### config.mk
export PLATFORM = sky130hd
export DESIGN_NAME = lcdhi_host_port
export DESIGN_NICKNAME = d
export VERILOG_FILES = /design/src/inc/lcdhi_pkg.sv /design/src/hw/lcdhi_host_port.sv
export SDC_FILE = /design/constraint.sdc
export NUM_CORES = 1
export LEC_CHECK = 0
export BUFFER_PORTS_ARGS = -buffer_cell sky130_fd_sc_hd__buf_2
export CORE_UTILIZATION = 50
export CTS_CLUSTER_SIZE = 14
export DETAILED_ROUTE_END_ITERATION = 8
export PLACE_DENSITY = 0.75
export SYNTH_ARGS = -nofsm -noshare
export SYNTH_HDL_FRONTEND = slang
export SYNTH_SLANG_ARGS = --single-unit
### constraint.sdc
create_clock -name clk -period 1.4 [get_ports clk]
set_input_delay 0.14 -clock clk [delete_from_list [all_inputs] [get_ports clk]]
set_output_delay 0.14 -clock clk [all_outputs]
set_load 0.03 [all_outputs]
### src/inc/lcdhi_pkg.sv
package lcdhi_pkg;
    // clock and oscillator timing
    localparam int CLK_HZ        = 10_000_000;
    localparam int OSC_HZ        = 80_000;
    localparam int OSC_DIV       = CLK_HZ / OSC_HZ;        // 12.5 us per tick
    localparam int ROW_TICKS     = 60;
    localparam int COM_ROWS      = 18;
    // hardware reset pin least low width
    localparam int RST_MIN_US10  = 12;                     // 1.2 ms in 0.1 ms
    localparam int RST_MIN_CYC   = (CLK_HZ / 10_000) * RST_MIN_US10;
    // function set decode
    localparam logic [2:0] FSET_CODE = 3'h1;               // top bits 001
    localparam int         FSET_POS  = 5;
    localparam int         DL_POS    = 4;
    localparam logic       DL_RESET  = 1'h1;               // 8-bit after reset
    localparam logic [7:0] SPACE_CHR = 8'h20;
    // pin idle levels {reset, p/s, enable, r/w, select, bus pulled high}
    localparam logic [12:0] PIN_IDLE = 13'h18ff;

    // one received byte with its register select
    typedef struct packed {
        logic       rs;
        logic [7:0] data;
    } lcdhi_xfer_t;

    // one read answer: status byte is busy and address counter
    typedef struct packed {
        logic       busy;
        logic [6:0] addr;
    } lcdhi_stat_t;
endpackage : lcdhi_pkg
### src/hw/lcdhi_host_port.sv
`timescale 1ns/10ps
// Notes on behaviour
// - nibble mode uses upper four data lines
// - byte sent upper nibble then lower
// - status read returns as two nibbles
// - serial active when select low, cs low
// - serial bits move msb first
// - serial input sampled on clock rise
// - cs rise hands shifted byte over
// - extra bits: last eight kept
// - serial output shifts on clock fall
// - second command as nibbles, then nibble mode
// - display blank after init until data write
// - oscillator tick every 12.5 us
// - frame is 60 ticks times 18 rows
// - one eighteenth duty over 18 rows
// - byte mode selected after reset
// - busy set means next instruction waits
// - data-length bit picks width, parallel only
module lcdhi_host_port
    import lcdhi_pkg::*;
#(
    parameter int RST_CYC = RST_MIN_CYC
) (
    // clock and reset
    input  wire logic        clk,
    input  wire logic        resetn,
    // device pins, asynchronous to clk
    input  wire logic        reset_pin_n,
    input  wire logic        par_ser_sel,
    input  wire logic        enable_scl,
    input  wire logic        read_write,
    input  wire logic        register_select_line,
    input  wire logic [7:0]  data_bus_in,
    output logic      [7:0]  data_bus_out,
    output logic      [7:0]  data_bus_oe,
    // instruction side
    output logic             wr_valid,
    output lcdhi_xfer_t      wr_xfer,
    output logic             rd_done,
    input  wire lcdhi_stat_t status,
    input  wire logic [7:0]  rd_data,
    // state and display timing
    output logic             data_length_bit,
    output logic             display_blank,
    output logic             osc_tick,
    output logic [4:0]       com_row,
    output logic             frame_start
);
    localparam int NP = 13;
    logic init_n;

    if (RST_CYC < 1 || OSC_DIV < 2) begin : g_bad_timing
        $error("lcdhi: bad timing values");
    end

    // two-flop synchroniser on every pin; edges come from stage two only
    logic [NP-1:0] sy1_q, sy2_q, prv_q;
    always_ff @(posedge clk) begin
        if (!resetn) begin
            sy1_q <= PIN_IDLE;                           // idle: no false edge
            sy2_q <= PIN_IDLE;
            prv_q <= PIN_IDLE;
        end else begin
            sy1_q <= {reset_pin_n, par_ser_sel, enable_scl, read_write,
                      register_select_line, data_bus_in};
            sy2_q <= sy1_q;
            prv_q <= sy2_q;
        end
    end

    logic       rpin_n, ps, ep, rw, rs;
    logic [7:0] db;
    assign {rpin_n, ps, ep, rw, rs, db} = sy2_q;
    logic e_rise, e_fall, cs_n, cs_fall, cs_rise, ser_act;
    assign e_rise  = ep & ~prv_q[10];
    assign e_fall  = ~ep & prv_q[10];
    assign cs_n    = db[7];                              // chip select pin
    assign cs_fall = ~cs_n & prv_q[7];
    assign cs_rise = cs_n & ~prv_q[7];
    assign ser_act = ~ps & ~cs_n;

    // reset pin: must stay low RST_CYC cycles to count as a reset
    logic [$clog2(RST_CYC+1)-1:0] rlow_q;
    logic                         hw_rst;
    assign hw_rst = (rlow_q == ($bits(rlow_q))'(RST_CYC)) & rpin_n;
    always_ff @(posedge clk) begin
        if (!resetn || rpin_n)
            rlow_q <= '0;
        else if (rlow_q != ($bits(rlow_q))'(RST_CYC))
            rlow_q <= rlow_q + 1'b1;
    end
    assign init_n = resetn & ~hw_rst;

    // parallel: a write is taken on the enable fall
    logic       nib_lo_q;                                // lower nibble next
    logic [3:0] hi_nib_q;
    logic       par_wr, byte_done;
    logic [7:0] byte_now;
    assign par_wr    = ps & e_fall & ~rw;
    assign byte_now  = data_length_bit ? db : {hi_nib_q, db[7:4]};
    assign byte_done = par_wr & (data_length_bit | nib_lo_q);

    // interface width, nibble phase
    always_ff @(posedge clk) begin
        if (!init_n) begin
            data_length_bit <= DL_RESET;
            nib_lo_q        <= 1'b0;
            hi_nib_q        <= '0;
        end else if (byte_done && !rs &&
                     byte_now[7:FSET_POS] == FSET_CODE) begin
            data_length_bit <= byte_now[DL_POS];
            nib_lo_q        <= 1'b0;
        end else if (ps && e_fall && !data_length_bit) begin
            nib_lo_q <= ~nib_lo_q;                       // reads pair up too
            if (!rw && !nib_lo_q)
                hi_nib_q <= db[7:4];
        end
    end

    // serial shift register
    logic [7:0] sin_q, sout_q;
    logic       s_rs_q, s_rw_q, scl_rise, scl_fall;
    assign scl_rise = ser_act & e_rise;
    assign scl_fall = ser_act & e_fall;
    always_ff @(posedge clk) begin
        if (!init_n) begin
            sin_q  <= '0;
            sout_q <= '0;
            s_rs_q <= 1'b0;
            s_rw_q <= 1'b0;
        end else if (!ps && cs_fall) begin
            s_rs_q <= rs;
            s_rw_q <= rw;
            sout_q <= rs ? rd_data : status;
        end else if (scl_rise) begin
            sin_q <= {sin_q[6:0], db[6]};
        end else if (scl_fall) begin
            sout_q <= {sout_q[6:0], 1'b0};
        end
    end

    // byte hand-over to the instruction side, data from flops
    logic ser_wr;
    assign ser_wr = ~ps & cs_rise & ~s_rw_q;
    always_ff @(posedge clk) begin
        if (!init_n) begin
            wr_valid <= 1'b0;
            wr_xfer  <= '0;
        end else begin
            wr_valid <= byte_done | ser_wr;
            if (ser_wr)
                wr_xfer <= '{rs: s_rs_q, data: sin_q};
            else if (byte_done)
                wr_xfer <= '{rs: rs, data: byte_now};
        end
    end

    // read path: busy/address or data, halves in nibble mode
    logic [7:0] rd_byte, drv_q;
    logic       par_oe_q, rd_end;
    assign rd_byte = rs ? rd_data : status;
    assign rd_end  = (ps & e_fall & rw & (data_length_bit | nib_lo_q))
                   | (~ps & cs_rise & s_rw_q);
    always_ff @(posedge clk) begin
        if (!init_n) begin
            drv_q    <= '0;
            par_oe_q <= 1'b0;
            rd_done  <= 1'b0;
        end else begin
            rd_done <= rd_end;
            if (ps && e_rise && rw) begin
                par_oe_q <= 1'b1;
                if (data_length_bit)
                    drv_q <= rd_byte;
                else if (!nib_lo_q)
                    drv_q <= {rd_byte[7:4], 4'h0};
                else
                    drv_q <= {rd_byte[3:0], 4'h0};
            end else if (!ps || e_fall || !rw) begin
                par_oe_q <= 1'b0;
            end
        end
    end

    // pin drive: serial out on bit 6 only while selected
    logic s_oe;
    assign s_oe = ser_act & s_rw_q;
    always_comb begin
        data_bus_out = '0;
        data_bus_oe  = '0;
        if (ps && par_oe_q) begin
            data_bus_out = drv_q;
            data_bus_oe  = data_length_bit ? 8'hff : 8'hf0;
        end else if (s_oe) begin
            data_bus_out[6] = sout_q[7];
            data_bus_oe[6]  = 1'b1;
        end
    end

    // display stays blank from init until the first data write
    always_ff @(posedge clk) begin
        if (!init_n)
            display_blank <= 1'b1;
        else if (wr_valid && wr_xfer.rs)
            display_blank <= 1'b0;
    end

    // oscillator divider, row and frame counters
    logic [$clog2(OSC_DIV)-1:0]   div_q;
    logic [$clog2(ROW_TICKS)-1:0] tick_q;
    always_ff @(posedge clk) begin
        if (!init_n) begin
            div_q    <= '0;
            osc_tick <= 1'b0;
        end else begin
            osc_tick <= (div_q == ($bits(div_q))'(OSC_DIV - 1));
            if (div_q == ($bits(div_q))'(OSC_DIV - 1))
                div_q <= '0;
            else
                div_q <= div_q + 1'b1;
        end
    end
    always_ff @(posedge clk) begin
        if (!init_n) begin
            tick_q      <= '0;
            com_row     <= '0;
            frame_start <= 1'b0;
        end else begin
            frame_start <= 1'b0;
            if (osc_tick) begin
                if (tick_q == ($bits(tick_q))'(ROW_TICKS - 1)) begin
                    tick_q <= '0;
                    if (com_row == 5'(COM_ROWS - 1)) begin
                        com_row     <= '0;
                        frame_start <= 1'b1;
                    end else begin
                        com_row <= com_row + 1'b1;
                    end
                end else begin
                    tick_q <= tick_q + 1'b1;
                end
            end
        end
    end
endmodule : lcdhi_host_port

[Word level (Yosys, flattened, before mapping)]
Index checks and enable logic that the tools add are counted.
Operators by class
  multiplexer cells: 23
  multiply operators: 0
  $add $sub $neg: 4
  eq/ne operators: 7
  reductions and logical operators: 29
  order comparisons: 0
  bitwise gates (word level): 33
  divide/modulo/power cells: 0
  shift operators: 0
Operator list (count)
  two-way mux 8 bit: 7
  bitwise AND 1 bit: 18
  two-way mux 6 bit: 3
  two-way mux 9 bit: 2
  adder 14 x 1 -> 14 bit, second input constant: 1
  == test 14 bit, second input constant: 1
  inequality test 14 bit, second input constant: 1
  NOT 1 bit: 12
  logical AND 1 bit: 10
  two-way mux 1 bit: 9
  adder 7 x 1 -> 7 bit, second input constant: 1
  == test 7 bit, second input constant: 1
  adder 6 x 1 -> 6 bit, second input constant: 1
  == test 6 bit, second input constant: 1
  logical NOT 1 bit: 6
  AND reduction 2 bit: 3
  AND reduction 3 bit: 2
  nonzero test 2 bit: 3
  adder 5 x 1 -> 5 bit, second input constant: 1
  == test 5 bit, second input constant: 1
  two-way mux 5 bit: 1
  two-way mux 4 bit: 1
  OR reduction 2 bit: 2
  == test 3 x 1 -> 1 bit, second input constant: 1
  3 further kinds: 7
Storage, ports and cells
  logic and storage cells: 119
  ROM bits: 0
  output and inout bits: 36
  bits in writable memories: 0
  memories kept: 0
  latch bits: 0
  input bits: 31
  bits in registers: 116

[Logic depth before layout (Yosys ltp)]
Gate-level depths: netlist (run 1).
  depth in word-level cells: 9
  gate-level depth with buffers: 7
  depth with buffers taken out: 6

[Worst setup path after synthesis (run 1)]
Ideal clock, no wire load.
  path kind: flip-flop to output port
  start point: register sy2_q[11]
  end point: output data_bus_out[6]
  buffers on the path: 2
  arrival: 1.693 ns
  setup slack: -0.433 ns
  data required time: 1.260 ns
  stages on the path, launching flop included: 7
  cells stage by stage: dfxtp_1 > buf_4 > clkbuf_1 > nand2_1 > inv_1 > mux2i_1 > a21oi_1
Between the ends
  word-level cells in the longest chain between the ends: 5
  elaborated cells on any way between the ends: 6
  classes of those cells: mux: 2; bitwise: 3; reduce/logical: 1
RTL lines
  start: declaration: line lcdhi_host_port.sv:58  | logic [NP-1:0] sy1_q, sy2_q, prv_q;
  start signal: assignment: line lcdhi_host_port.sv:67  | sy2_q <= sy1_q;
  NOT 1 bit: line lcdhi_host_port.sv:81  | assign ser_act = ~ps & ~cs_n;
  bitwise AND 1 bit: line lcdhi_host_port.sv:81
  bitwise AND 1 bit: line lcdhi_host_port.sv:188  | assign s_oe = ser_act & s_rw_q;
  two-way mux 1 bit: line lcdhi_host_port.sv:195  | end else if (s_oe) begin
  two-way mux 1 bit (*): line lcdhi_host_port.sv:192  | if (ps && par_oe_q) begin
  end: declaration: line lcdhi_host_port.sv:35  | output logic [7:0] data_bus_out,
Every way passes the cells marked *; elsewhere a longest branch is shown, timed or not.

[Worst setup path in the final report (run 1)]
  start point: register rlow_q[0]
  end point: register wr_valid
Between the ends
  word-level cells in the longest chain between the ends: 4
RTL lines
  start: declaration: line lcdhi_host_port.sv:84  | logic [$clog2(RST_CYC+1)-1:0] rlow_q;
  start signal: assignment: line lcdhi_host_port.sv:91  | rlow_q <= rlow_q + 1'b1;
  == test 14 bit: line lcdhi_host_port.sv:86  | assign hw_rst = (rlow_q == ($bits(rlow_q))'(RST_CYC)) & rpin_n;
  bitwise AND 1 bit: line lcdhi_host_port.sv:86
  NOT 1 bit: line lcdhi_host_port.sv:93  | assign init_n = resetn & ~hw_rst;
  bitwise AND 1 bit: line lcdhi_host_port.sv:93
  end signal: assignment: line lcdhi_host_port.sv:151  | wr_valid <= byte_done | ser_wr;
  end: declaration: line lcdhi_host_port.sv:38  | output logic wr_valid,
No other way between the ends.
A chain may end at the register's enable or synchronous reset.

==> results of run 1 <==
-- worst reg2reg max path: cells and delay by family (launching register included) --
kind	cells	cell delay (ns)
AO/OA/AOI/OAI	2	0.43
adder cells (fa/ha/maj)	1	0.12
buffers and inverters	2	0.25
flip-flops	1	0.33
AND/OR/NAND/NOR	1	0.27
-- logic make-up after synthesis --
| kind of cell | share of synthesized area (%) |
|---|---|
| AOI/OAI and AO/OA | 7.091 |
| xor gates and xnor gates | 4.072 |
| adders and majority gates | 1.939 |
| buffers and inverters | 4.432 |
| DFF | 47.42 |
| muxes | 8.310 |
| and+or+nand+nor | 26.73 |
-- timing repair --
action / 4_1_cts / 5_1_grt
hold endpoints to repair: 13 / 0
buffers inserted: 2 / 1
pin swaps: 9 / 18
resized for setup: 58 / 50
setup endpoints to repair: 82 / 91
gates cloned: 0 / 7
hold buffers: 13 / 0
-- cells in the final DEF, fill, tap and decap left out, drive strengths merged, types with 3 or more instances in the layout --
cell and count:
buf 118, dfxtp 107, nor2 59, nand2 38, nand2b 28, nand3 24, a21oi 19, mux2i 18
mux2 17, dlygate4sd3 13, clkbuf 13, inv 13, and3 12, xnor2 11, xor2 10, nor3 10
a31oi 9, and2 8, nand4 8, a222oi 7, ha 7, or3 6, nand3b 5, nor2b 4
nor4b 4, nor4 3, a211oi 3
-- metrics by stage --
| step | setup WS, ns | power (mW) | cells |
|---|---|---|---|
| finish | -0.1147 | 5.599 | 705 |
| global route | -0.1874 | 5.827 | 705 |
| CTS | -0.1364 | 5.560 | 697 |
| detailed placement | -0.1802 | 3.487 | 666 |
| global placement | -0.1485 | 3.480 | 666 |
| floorplan | -0.07547 | 3.380 | 472 |
-- area by class of cell --
cell class              instances  area, um2
repair buffers                134       1095
flip-flops and latches        107       2171
fillers                       615       2601
well taps                     108      135.1
clock inverters                 6      78.83
multi-input cells             330       2451
clock buffers                  10      148.9
inverters                      10      40.04
-- worst max path at each step --
stage	startpoint	to	slack, ns	cells after the start
after floorplan	data_length_bit	data_length_bit	-0.08	5
after global placement	sy2_q[8]	drv_q[7]	-0.15	4
after detailed placement	sy2_q[8]	drv_q[7]	-0.18	4
after CTS	sy2_q[11]	data_bus_out[6]	-0.14	6
after global routing	rlow_q[0]	div_q[0]	-0.19	6
final	rlow_q[0]	wr_valid	-0.11	6
-- layer usage --
layer  vias up  wire [um]
li1       1874          -
met5         -          0
met2        99       5285
met3        18        504
met1      1841       4619
met4         0        175
-- flip-flops by register name, indices dropped and copies added (netlist names), 2 cells and up --
name,count
sy2_q,13
com_row,5
hi_nib_q,4
sout_q,8
prv_q,2
div_q,7
sin_q,8
tick_q,6
wr_xfer,9
drv_q,8
rlow_q,14
sy1_q,13
-- where the power goes --
group	internal, mW	switching [mW]	total, mW
logic	0.206	0.193	0.399
clock network	0.974	1.10	2.07
registers	3.09	0.0367	3.13
total	4.27	1.33	5.60
==> summary.md, run 1 <==
| Metric | Value |
|---|---|
| R2r setup slk | `-0.11 ns` |
| EDFF count, synth | `0` |
| Run status | `complete, but fails checks` |
| Core Util, Final | `70.17%` |
| Worst setup EP type | `flop` |
| PwrDens | `approximately 910 nW/um2` |
| Met1 GRT Util | `27.29%` |
| CTS Sinks | `107` |
| Vias in the first global route | `about 3500` |
| List of most frequent post-synthesis cells | `107 x dfxtp_1, 59 x nor2_1, 38 x nand2_1` |
| Pre-Repair DR Iteration Count | `6` |
| Max-Slew Margin vs Limit | `about three fifths` |
| Avg Vias per Cell | `5.435` |
| Post-place instance area | `around 5200 um2` |
| Yosys reg bits | `about 110` |
| Synthesized area per cell | `roughly 9.6 um2` |
| Crit path kind | `flop to flop` |
| Worst slew pin tran | `0.6081 ns` |
| Net Count, Synth | `510` |
| CP Buf/Inv Count | `2` |
| Max clock buf depth | `2` |
| Number of max-cap violations | `0` |
| GRT overflow | `0` |
| FF-to-FF Start | `rlow_q[0]` |
| Final WL | `~11000 um` |
| Drc violations | `0` |
| Number of setup violations in the final report | `79` |
| Critical Path RT | `approximately 1.7 ns` |
| Worst-path cell chain | `inv_2 > ha_4 > nor4bb_4 > a41o_2 > clkbuf_16 > a21oi_1` |
| Mapped Cells | `approximately 470` |
| Port Buffer Count | `66` |
| Register clock-pin slew on the reported worst setup and hold paths | `approximately 0.10 ns` |
| M2 GR Usage | `a little over a third` |
| Starting Density | `a little over 50%` |
| H-tree level count | `3` |
| Register area share after synthesis | `47.42%` |
| Top-count cell post-synth | `dfxtp_1` |
| Iter 0 DRT Violations | `between 150 and 200` |
| CP delay by family, top | `compound AO/OA/AOI/OAI gates` |
| Synth top area cells | `dfxtp_1 47%, nor2_1 4.9%, mux2i_1 4.0%` |
| FF-to-FF End | `wr_valid` |
| Syn Std Cell Area | `between 4000 and 5000 um2` |
| Worst reg2reg path depth | `6` |
| First-pass GRT wire length | `approximately 16000 um` |
| Most Crowded Layer GR | `met2` |
| Area leader, netlist | `dfxtp_1` |
| Chip Width | `just under 100 um` |
| Final ANT Viol Nets | `0` |
| Slowest stage delay, CP | `between 0.3 and 0.4 ns` |
| WP data arrival | `~1.8 ns` |
| Hold Startpoint | `resetn` |
| Insertion delay to the later sink of the worst-skew pair | `approximately 0.37 ns` |
| P_leak | `around 2.5 nW` |
| Vias | `roughly 3800` |
| Synth warn | `0` |
| Layout Area Growth over Synthesis | `35.48%` |
| Ys flop type | `dfxtp_1` |
| Routed length per placed instance | `15.01 um` |
| Ports | `67` |
| Setup WS post-layout | `-0.1147 ns` |
| Clock Skews | `between 0.01 and 0.015 ns` |
| Hold WS | `0.05338 ns` |
| Maximum VDD drop | `approximately 0.6 mV` |
| Largest net degree at the start of global routing | `46` |
| Share of cells above drive strength 1 | `a little under two fifths` |
| Final hold vios | `0` |
| Cell at the slowest stage of the critical path | `a41o_2` |
| Number of buffers created by CTS | `9` |
| Die height | `approximately 97 um` |
| Final period util | `108.2%` |
| Failing checks | `negative setup slack` |
| Min Clock Period, post-route | `between 1.5 and 2 ns` |
| Crit path launch type | `flop` |
| Initial antenna violation count | `0` |
| Core Rows | `34` |
| Clock root buffer | `clkbuf_8` |
| Max Fclk | `around 660 MHz` |
| Core area | `between 8000 and 9000 um2` |
| Top-area cell type share of the netlist area | `47.42%` |
| Final Instance Area | `approximately 6000 um2` |
| Post-synth cell types | `50` |
| Max Slew Vio Count | `0` |
| Fin Setup TNS | `-6.303 ns` |
| GR Util All Layers | `a little over a fifth` |
| CTS tree | `done` |
| HP Class | `input pin to flop` |
| Post-synth ARST share | `0%` |
| Hold depth | `2` |
| RSZ-0062 raised after global routing | `yes` |
| M3 GR Usage | `between 4 and 5%` |
| Antenna diode count | `0` |
| Hold EP | `prv_q[7]` |
| Nets@finish | `between 600 and 700` |
| Final GP Congestion | `between 0.8 and 0.9` |
| CP max FO | `6` |
| DPL Wire Length | `about 6500 um` |
| Die ar. | `about 9400 um2` |
(Power assumes the default switching activity.)
==> run 2, diff against run 1 <==
--- a/config.mk
+++ b/config.mk
@@ -6,10 +6,11 @@
 export NUM_CORES = 1
 export LEC_CHECK = 0
 export BUFFER_PORTS_ARGS = -buffer_cell sky130_fd_sc_hd__buf_2
-export CORE_UTILIZATION = 50
+export CORE_UTILIZATION = 51
 export CTS_CLUSTER_SIZE = 14
 export DETAILED_ROUTE_END_ITERATION = 8
-export PLACE_DENSITY = 0.75
+export PLACE_DENSITY = 0.76
+export SETUP_SLACK_MARGIN = 0.05
 export SYNTH_ARGS = -nofsm -noshare
 export SYNTH_HDL_FRONTEND = slang
 export SYNTH_SLANG_ARGS = --single-unit
==> summary.md, run 2 (synthesized netlist as in run 1, its figures left out) <==
| Metric | Value |
|---|---|
| Run status | `complete, but fails checks` |
| Failing checks | `negative setup slack` |
| Worst setup EP type | `flop` |
| Tot Pwr | `approximately 5.6 mW` |
| HP Class | `input pin to flop` |
| Core Rows | `33` |
| Drc violations | `0` |
| FF-to-FF Start | `rlow_q[1]` |
| Biggest regs | `rlow_q: 14 flops, sy1_q: 13 flops, sy2_q: 13 flops` |
| WP data arrival | `roughly 1.9 ns` |
| Critical Path RT | `around 1.7 ns` |
| Cells after DPL | `approximately 650` |
| Slowest stage delay, CP | `0.36 ns` |
| Vias | `around 3900` |
| CTS Sinks | `between 100 and 150` |
| Iter 0 DRT Violations | `228` |
| PwrDens | `approximately 870 nW/um2` |
| Core area | `approximately 8400 um2` |
| CP max FO | `7` |
| Vias in the first global route | `about 3400` |
| Die height | `roughly 96 um` |
| Final WL | `11870 um` |
| Starting Density | `roughly 54%` |
| Ports | `67` |
| Largest Register | `rlow_q` |
| Number of buffers created by CTS | `9` |
| CP Buf/Inv Count | `3` |
| Share of cells above drive strength 1 | `between 40 and 50%` |
| Max clock buf depth | `2` |
| Initial antenna violation count | `0` |
| Hold Startpoint | `resetn` |
| Most common cell after layout, fill and taps aside | `dfxtp_1` |
| Register clock-pin slew on the reported worst setup and hold paths | `between 0.1 and 0.15 ns` |
| Hold WS | `0.1764 ns` |
| CP delay by family, top | `compound AO/OA/AOI/OAI gates` |
| Final GP Congestion | `slightly above 0.8` |
| Max Slew Vio Count | `0` |
| Crit path kind | `flop to flop` |
| Final cell count without fillers | `701` |
| Core Util, Final | `76.46%` |
| Pre-Repair DR Iteration Count | `5` |
| Final hold vios | `0` |
| Flip-flop count of the largest register after layout | `14` |
| Cell at the slowest stage of the critical path | `dfxtp_2` |
| Fillers | `approximately 530` |
| Post-place setup slack | `-0.1752 ns` |
| CTS tree | `done` |
| Largest net degree at the start of global routing | `30` |
| Worst-path cell chain | `inv_2 > ha_4 > nor4bb_4 > a41o_4 > buf_12 > clkbuf_16 > a311oi_2` |
| Setup WS post-layout | `-0.1703 ns` |
| Worst slew pin tran | `between 0.5 and 0.6 ns` |
| Min Clock Period, post-route | `around 1.6 ns` |
| Port Buffer Count | `66` |
| Final period util | `112.2%` |
| Max Fclk | `between 600 and 700 MHz` |
| Most frequent cells in the layout | `87 x dfxtp_1, 50 x buf_2, 35 x nand2_1` |
| Routed length per placed instance | `16.93 um` |
| Crit path launch type | `flop` |
| Maximum VDD drop | `between 0.6 and 0.7 mV` |
| P_leak | `between 2 and 3 nW` |
| Insertion delay to the later sink of the worst-skew pair | `0.37 ns` |
| Chip Width | `96.11 um` |
| Nets@finish | `~630` |
| GR Util All Layers | `21.61%` |
| Worst setup startpoint | `rlow_q[1]` |
| Avg Vias per Cell | `approximately 5.6` |
| H-tree level count | `3` |
| Clock root buffer | `clkbuf_8` |
| First-pass GRT wire length | `between 15000 and 20000 um` |
| Final ANT Viol Nets | `0` |
| Antenna diode count | `0` |
| Layout Area Growth over Synthesis | `41.88%` |
| DPL Wire Length | `approximately 6500 um` |
| Max-Slew Margin vs Limit | `60.03%` |
| RSZ-0062 raised after global routing | `yes` |
| Number of max-cap violations | `0` |
| Clock Skews | `approximately 0.015 ns` |
| GRT overflow | `0` |
| Number of setup violations in the final report | `78` |
| R2r setup slk | `-0.17 ns` |
| Die ar. | `9237 um2` |
-- run 2: changes by cell type in the layout (fill, tap and decap cells not counted), sizes merged --
cell    before  now
clkbuf      13   14
a41o         2    1
buf        118  117
-- run 2: layout make-up --
cell class | instances | area, um2 | area share, %
Clock buffer | 10 | 137.6 | 2.148
Inverter | 10 | 40.04 | 0.6248
Tap cell | 105 | 131.4 | 2.050
Sequential cell | 107 | 2182 | 34.05
Multi-Input combinational cell | 329 | 2673 | 41.70
Timing Repair Buffer | 134 | 1175 | 18.33
Clock inverter | 6 | 70.07 | 1.093
-- run 2: worst min-delay path: stages --
cell      delay (ns)
buf_2           0.13
buf_4           0.17
nand2b_1        0.06
-- run 2: final timing paths --
check,endpoint,cells after the start
max,com_row[2],7
min,sy2_q[11],3
max reg2reg,com_row[2],7
min reg2reg,sy2_q[6],1
-- run 2: metrics by stage --
step	setup TNS (ns)	instance area, um2
floorplan	-1.410	4569
global placement	-2.429	5162
detailed placement	-5.484	5162
CTS	-5.990	5725
global route	-11.61	6409
finish	-8.827	6409
-- run 2: timing repair --
action                                  CTS  global route
cloned                                    0             7
endpoints found under the setup margin   85            93
buffers inserted                          5            12
gates resized for setup                  57           109
hold buffers                             13             0
pin swaps                                10            44
endpoints found under the hold margin    13             0
-- run 2: per-layer routing --
layer	wire length, um	global-route usage, %
met5	0	0
met4	224	5.721
met3	532	5.766
met2	6144	36.47
met1	4968	27.18
-- run 2: where the power goes --
part | switching [mW] | internal, mW | leakage (nW) | total (mW)
logic | 0.224 | 0.236 | 1.55 | 0.460
clock network | 1.07 | 0.896 | 0.108 | 1.97
registers | 0.0393 | 3.09 | 0.879 | 3.13
total | 1.34 | 4.22 | 2.53 | 5.56
==> run 3, diff against run 2 <==
--- a/config.mk
+++ b/config.mk
@@ -9,6 +9,7 @@
 export CORE_UTILIZATION = 51
 export CTS_CLUSTER_SIZE = 14
 export DETAILED_ROUTE_END_ITERATION = 8
+export GPL_TIMING_DRIVEN = 0
 export PLACE_DENSITY = 0.76
 export SETUP_SLACK_MARGIN = 0.05
 export SYNTH_ARGS = -nofsm -noshare
==> summary.md, run 3 (synthesized netlist as in run 1, its figures left out) <==
| Metric | Value |
|---|---|
| Run status | `complete, but fails checks` |
| Failing checks | `negative setup slack` |
| Tot Pwr | `approximately 5.7 mW` |
| CTS tree | `done` |
| Register clock-pin slew on the reported worst setup and hold paths | `between 0.1 and 0.15 ns` |
| Area of the multi-input gates | `2769 um2` |
| Largest net degree at the start of global routing | `20` |
| Port Buffer Count | `between 60 and 70` |
| Clock root buffer | `clkbuf_8` |
| GR Util All Layers | `between 20% and 30%` |
| Hold WS | `0.2141 ns` |
| Crit path launch type | `flop` |
| R2r setup slk | `-0.20 ns` |
| M3 GR Usage | `around 6.1%` |
| RSZ-0062 raised after global routing | `yes` |
| Largest Register | `rlow_q` |
| Setup WS post-layout | `-0.3272 ns` |
| Final period util | `123.4%` |
| Die ar. | `around 9200 um2` |
| First-pass GRT wire length | `between 15000 and 20000 um` |
| Ports | `between 60 and 70` |
| Iter 0 DRT Violations | `between 200 and 250` |
| CTS Sinks | `107` |
| Number of setup violations in the final report | `84` |
| M2 GR Usage | `50.77%` |
| Sequential cell area | `roughly 2200 um2` |
| Flip-flop count of the largest register after layout | `14` |
| Worst slew pin tran | `between 0.5 and 0.6 ns` |
| Max Slew Vio Count | `0` |
| Maximum VDD drop | `0.5140 mV` |
| Pre-Repair DR Iteration Count | `5` |
| Number of max-cap violations | `0` |
| Layout Area Growth over Synthesis | `47.76%` |
| Clock Power Share | `a little over a third` |
| Chip Width | `just under 100 um` |
| Min Clock Period, post-route | `approximately 1.7 ns` |
| Vias in the first global route | `4057` |
| Crit path kind | `flop to output port` |
| Biggest regs | `rlow_q: 14 flops, sy1_q: 13 flops, sy2_q: 13 flops` |
| Net Sw Frac | `about 25%` |
| HP Class | `input pin to flop` |
| Routed length per placed instance | `19.21 um` |
| Most Crowded Layer GR | `met2` |
| FF-to-FF Start | `rlow_q[0]` |
| Logic pwr share | `about a tenth` |
| PwrDens | `849.1 nW/um2` |
| Max clock buf depth | `2` |
| Hold Startpoint | `status[4]` |
| Max Fclk | `~580 MHz` |
| P_leak | `approximately 2.6 nW` |
| Worst setup startpoint | `sy2_q[11]` |
| Sw Pwr | `1.444 mW` |
| Internal power | `4.222 mW` |
| Critical Path RT | `around 1.3 ns` |
| Initial antenna violation count | `0` |
| Vias | `between 4000 and 5000` |
| Final cell count without fillers | `between 700 and 800` |
| Sequential share of power | `roughly 55%` |
| Share of cells above drive strength 1 | `48.86%` |
| Starting Density | `53.89%` |
| Fillers | `roughly 470` |
| Worst setup EP type | `output port` |
| GRT overflow | `0` |
| Number of buffers created by CTS | `9` |
| H-tree level count | `3` |
| Final ANT Viol Nets | `0` |
| Final hold vios | `0` |
| CP max FO | `4` |
| Antenna diode count | `0` |
| Most frequent cells in the layout | `87 x dfxtp_1, 50 x buf_2, 36 x buf_6` |
| Nets@finish | `around 650` |
| WP data arrival | `around 1.6 ns` |
| Max-Slew Margin vs Limit | `between 60% and 70%` |
| Most common cell after layout, fill and taps aside | `dfxtp_1` |
| Clock Skews | `about 0.016 ns` |
| Met1 GRT Util | `29.81%` |
| Final GP Congestion | `roughly 0.86` |
| Core area | `around 8400 um2` |
| Final WL | `13780 um` |
| Core Rows | `33` |
| Avg Vias per Cell | `5.858` |
| Cells after DPL | `approximately 640` |
| Insertion delay to the later sink of the worst-skew pair | `approximately 0.38 ns` |
| Die height | `96.11 um` |
| DPL Wire Length | `roughly 6700 um` |
| Drc violations | `0` |
[run 3: cell types whose count changed in the layout (fill, tap and decap cells not counted), moves of 4 or more]
cell      delta
nor2_1       -6
mux2i_1      -6
clkbuf_1     +4
buf_8        +4
a21oi_2      +4
buf_6       +11
[run 3: final timing paths]
path	end	cells past startpoint
worst max-delay path	data_bus_out[6]	7
worst min-delay path	sout_q[4]	4
worst max register to register	wr_valid	8
worst min register to register	sy2_q[4]	1
[run 3: layout make-up]
type	count	area share (%)
Multi-Input combinational cell	329	41.49
Tap cell	105	1.969
Timing Repair Buffer	127	16.12
Sequential cell	107	32.73
Clock inverter	7	1.219
Inverter	10	0.7499
Clock buffer	9	1.856
Buffer	23	3.862
[run 3: metal layers]
| metal | wire [um] | share of wire (%) |
|---|---|---|
| met5 | 0 | 0 |
| met4 | 590 | 4.3 |
| met3 | 809 | 5.9 |
| met2 | 7318 | 53 |
| met1 | 5057 | 37 |
[run 3: metrics by stage]
step	setup TNS (ns)	worst slack, ns	util, %	cell area (um2)
final	-11.21	-0.3272	79.62	6674
after global placement	-14.05	-0.3352	60.02	5031
after detailed placement	-14.97	-0.3563	60.02	5031
after global routing	-14.95	-0.3565	79.62	6674
after floorplan	-1.410	-0.07547	-	4569
after CTS	-9.374	-0.2309	75.15	6299
[run 3: power by group through the flow]
stage / clock network (mW) / logic, mW / registers (mW)
after floorplan: 0 / 0.184 / 3.20
after global placement: 0 / 0.290 / 3.19
after detailed placement: 0 / 0.294 / 3.19
after CTS: 1.99 / 0.483 / 3.12
after global routing: 2.16 / 0.567 / 3.13
final: 2.00 / 0.537 / 3.13
[run 3: critical path, cell delays in order (launching register included)]
cell and delay, ns:
dfxtp_2 0.37, buf_6 0.11, clkbuf_16 0.13, nand2_8 0.06
inv_6 0.06, mux2i_2 0.25, a21oi_2 0.07, buf_6 0.14
[run 3: what timing repair did]
action,4_1_cts,5_1_grt
cloned,6,1
hold buffers,13,0
pin swaps,45,29
endpoints found under the setup margin,86,89
setup buffers,30,15
hold endpoints to repair,13,0
resized for setup,154,87
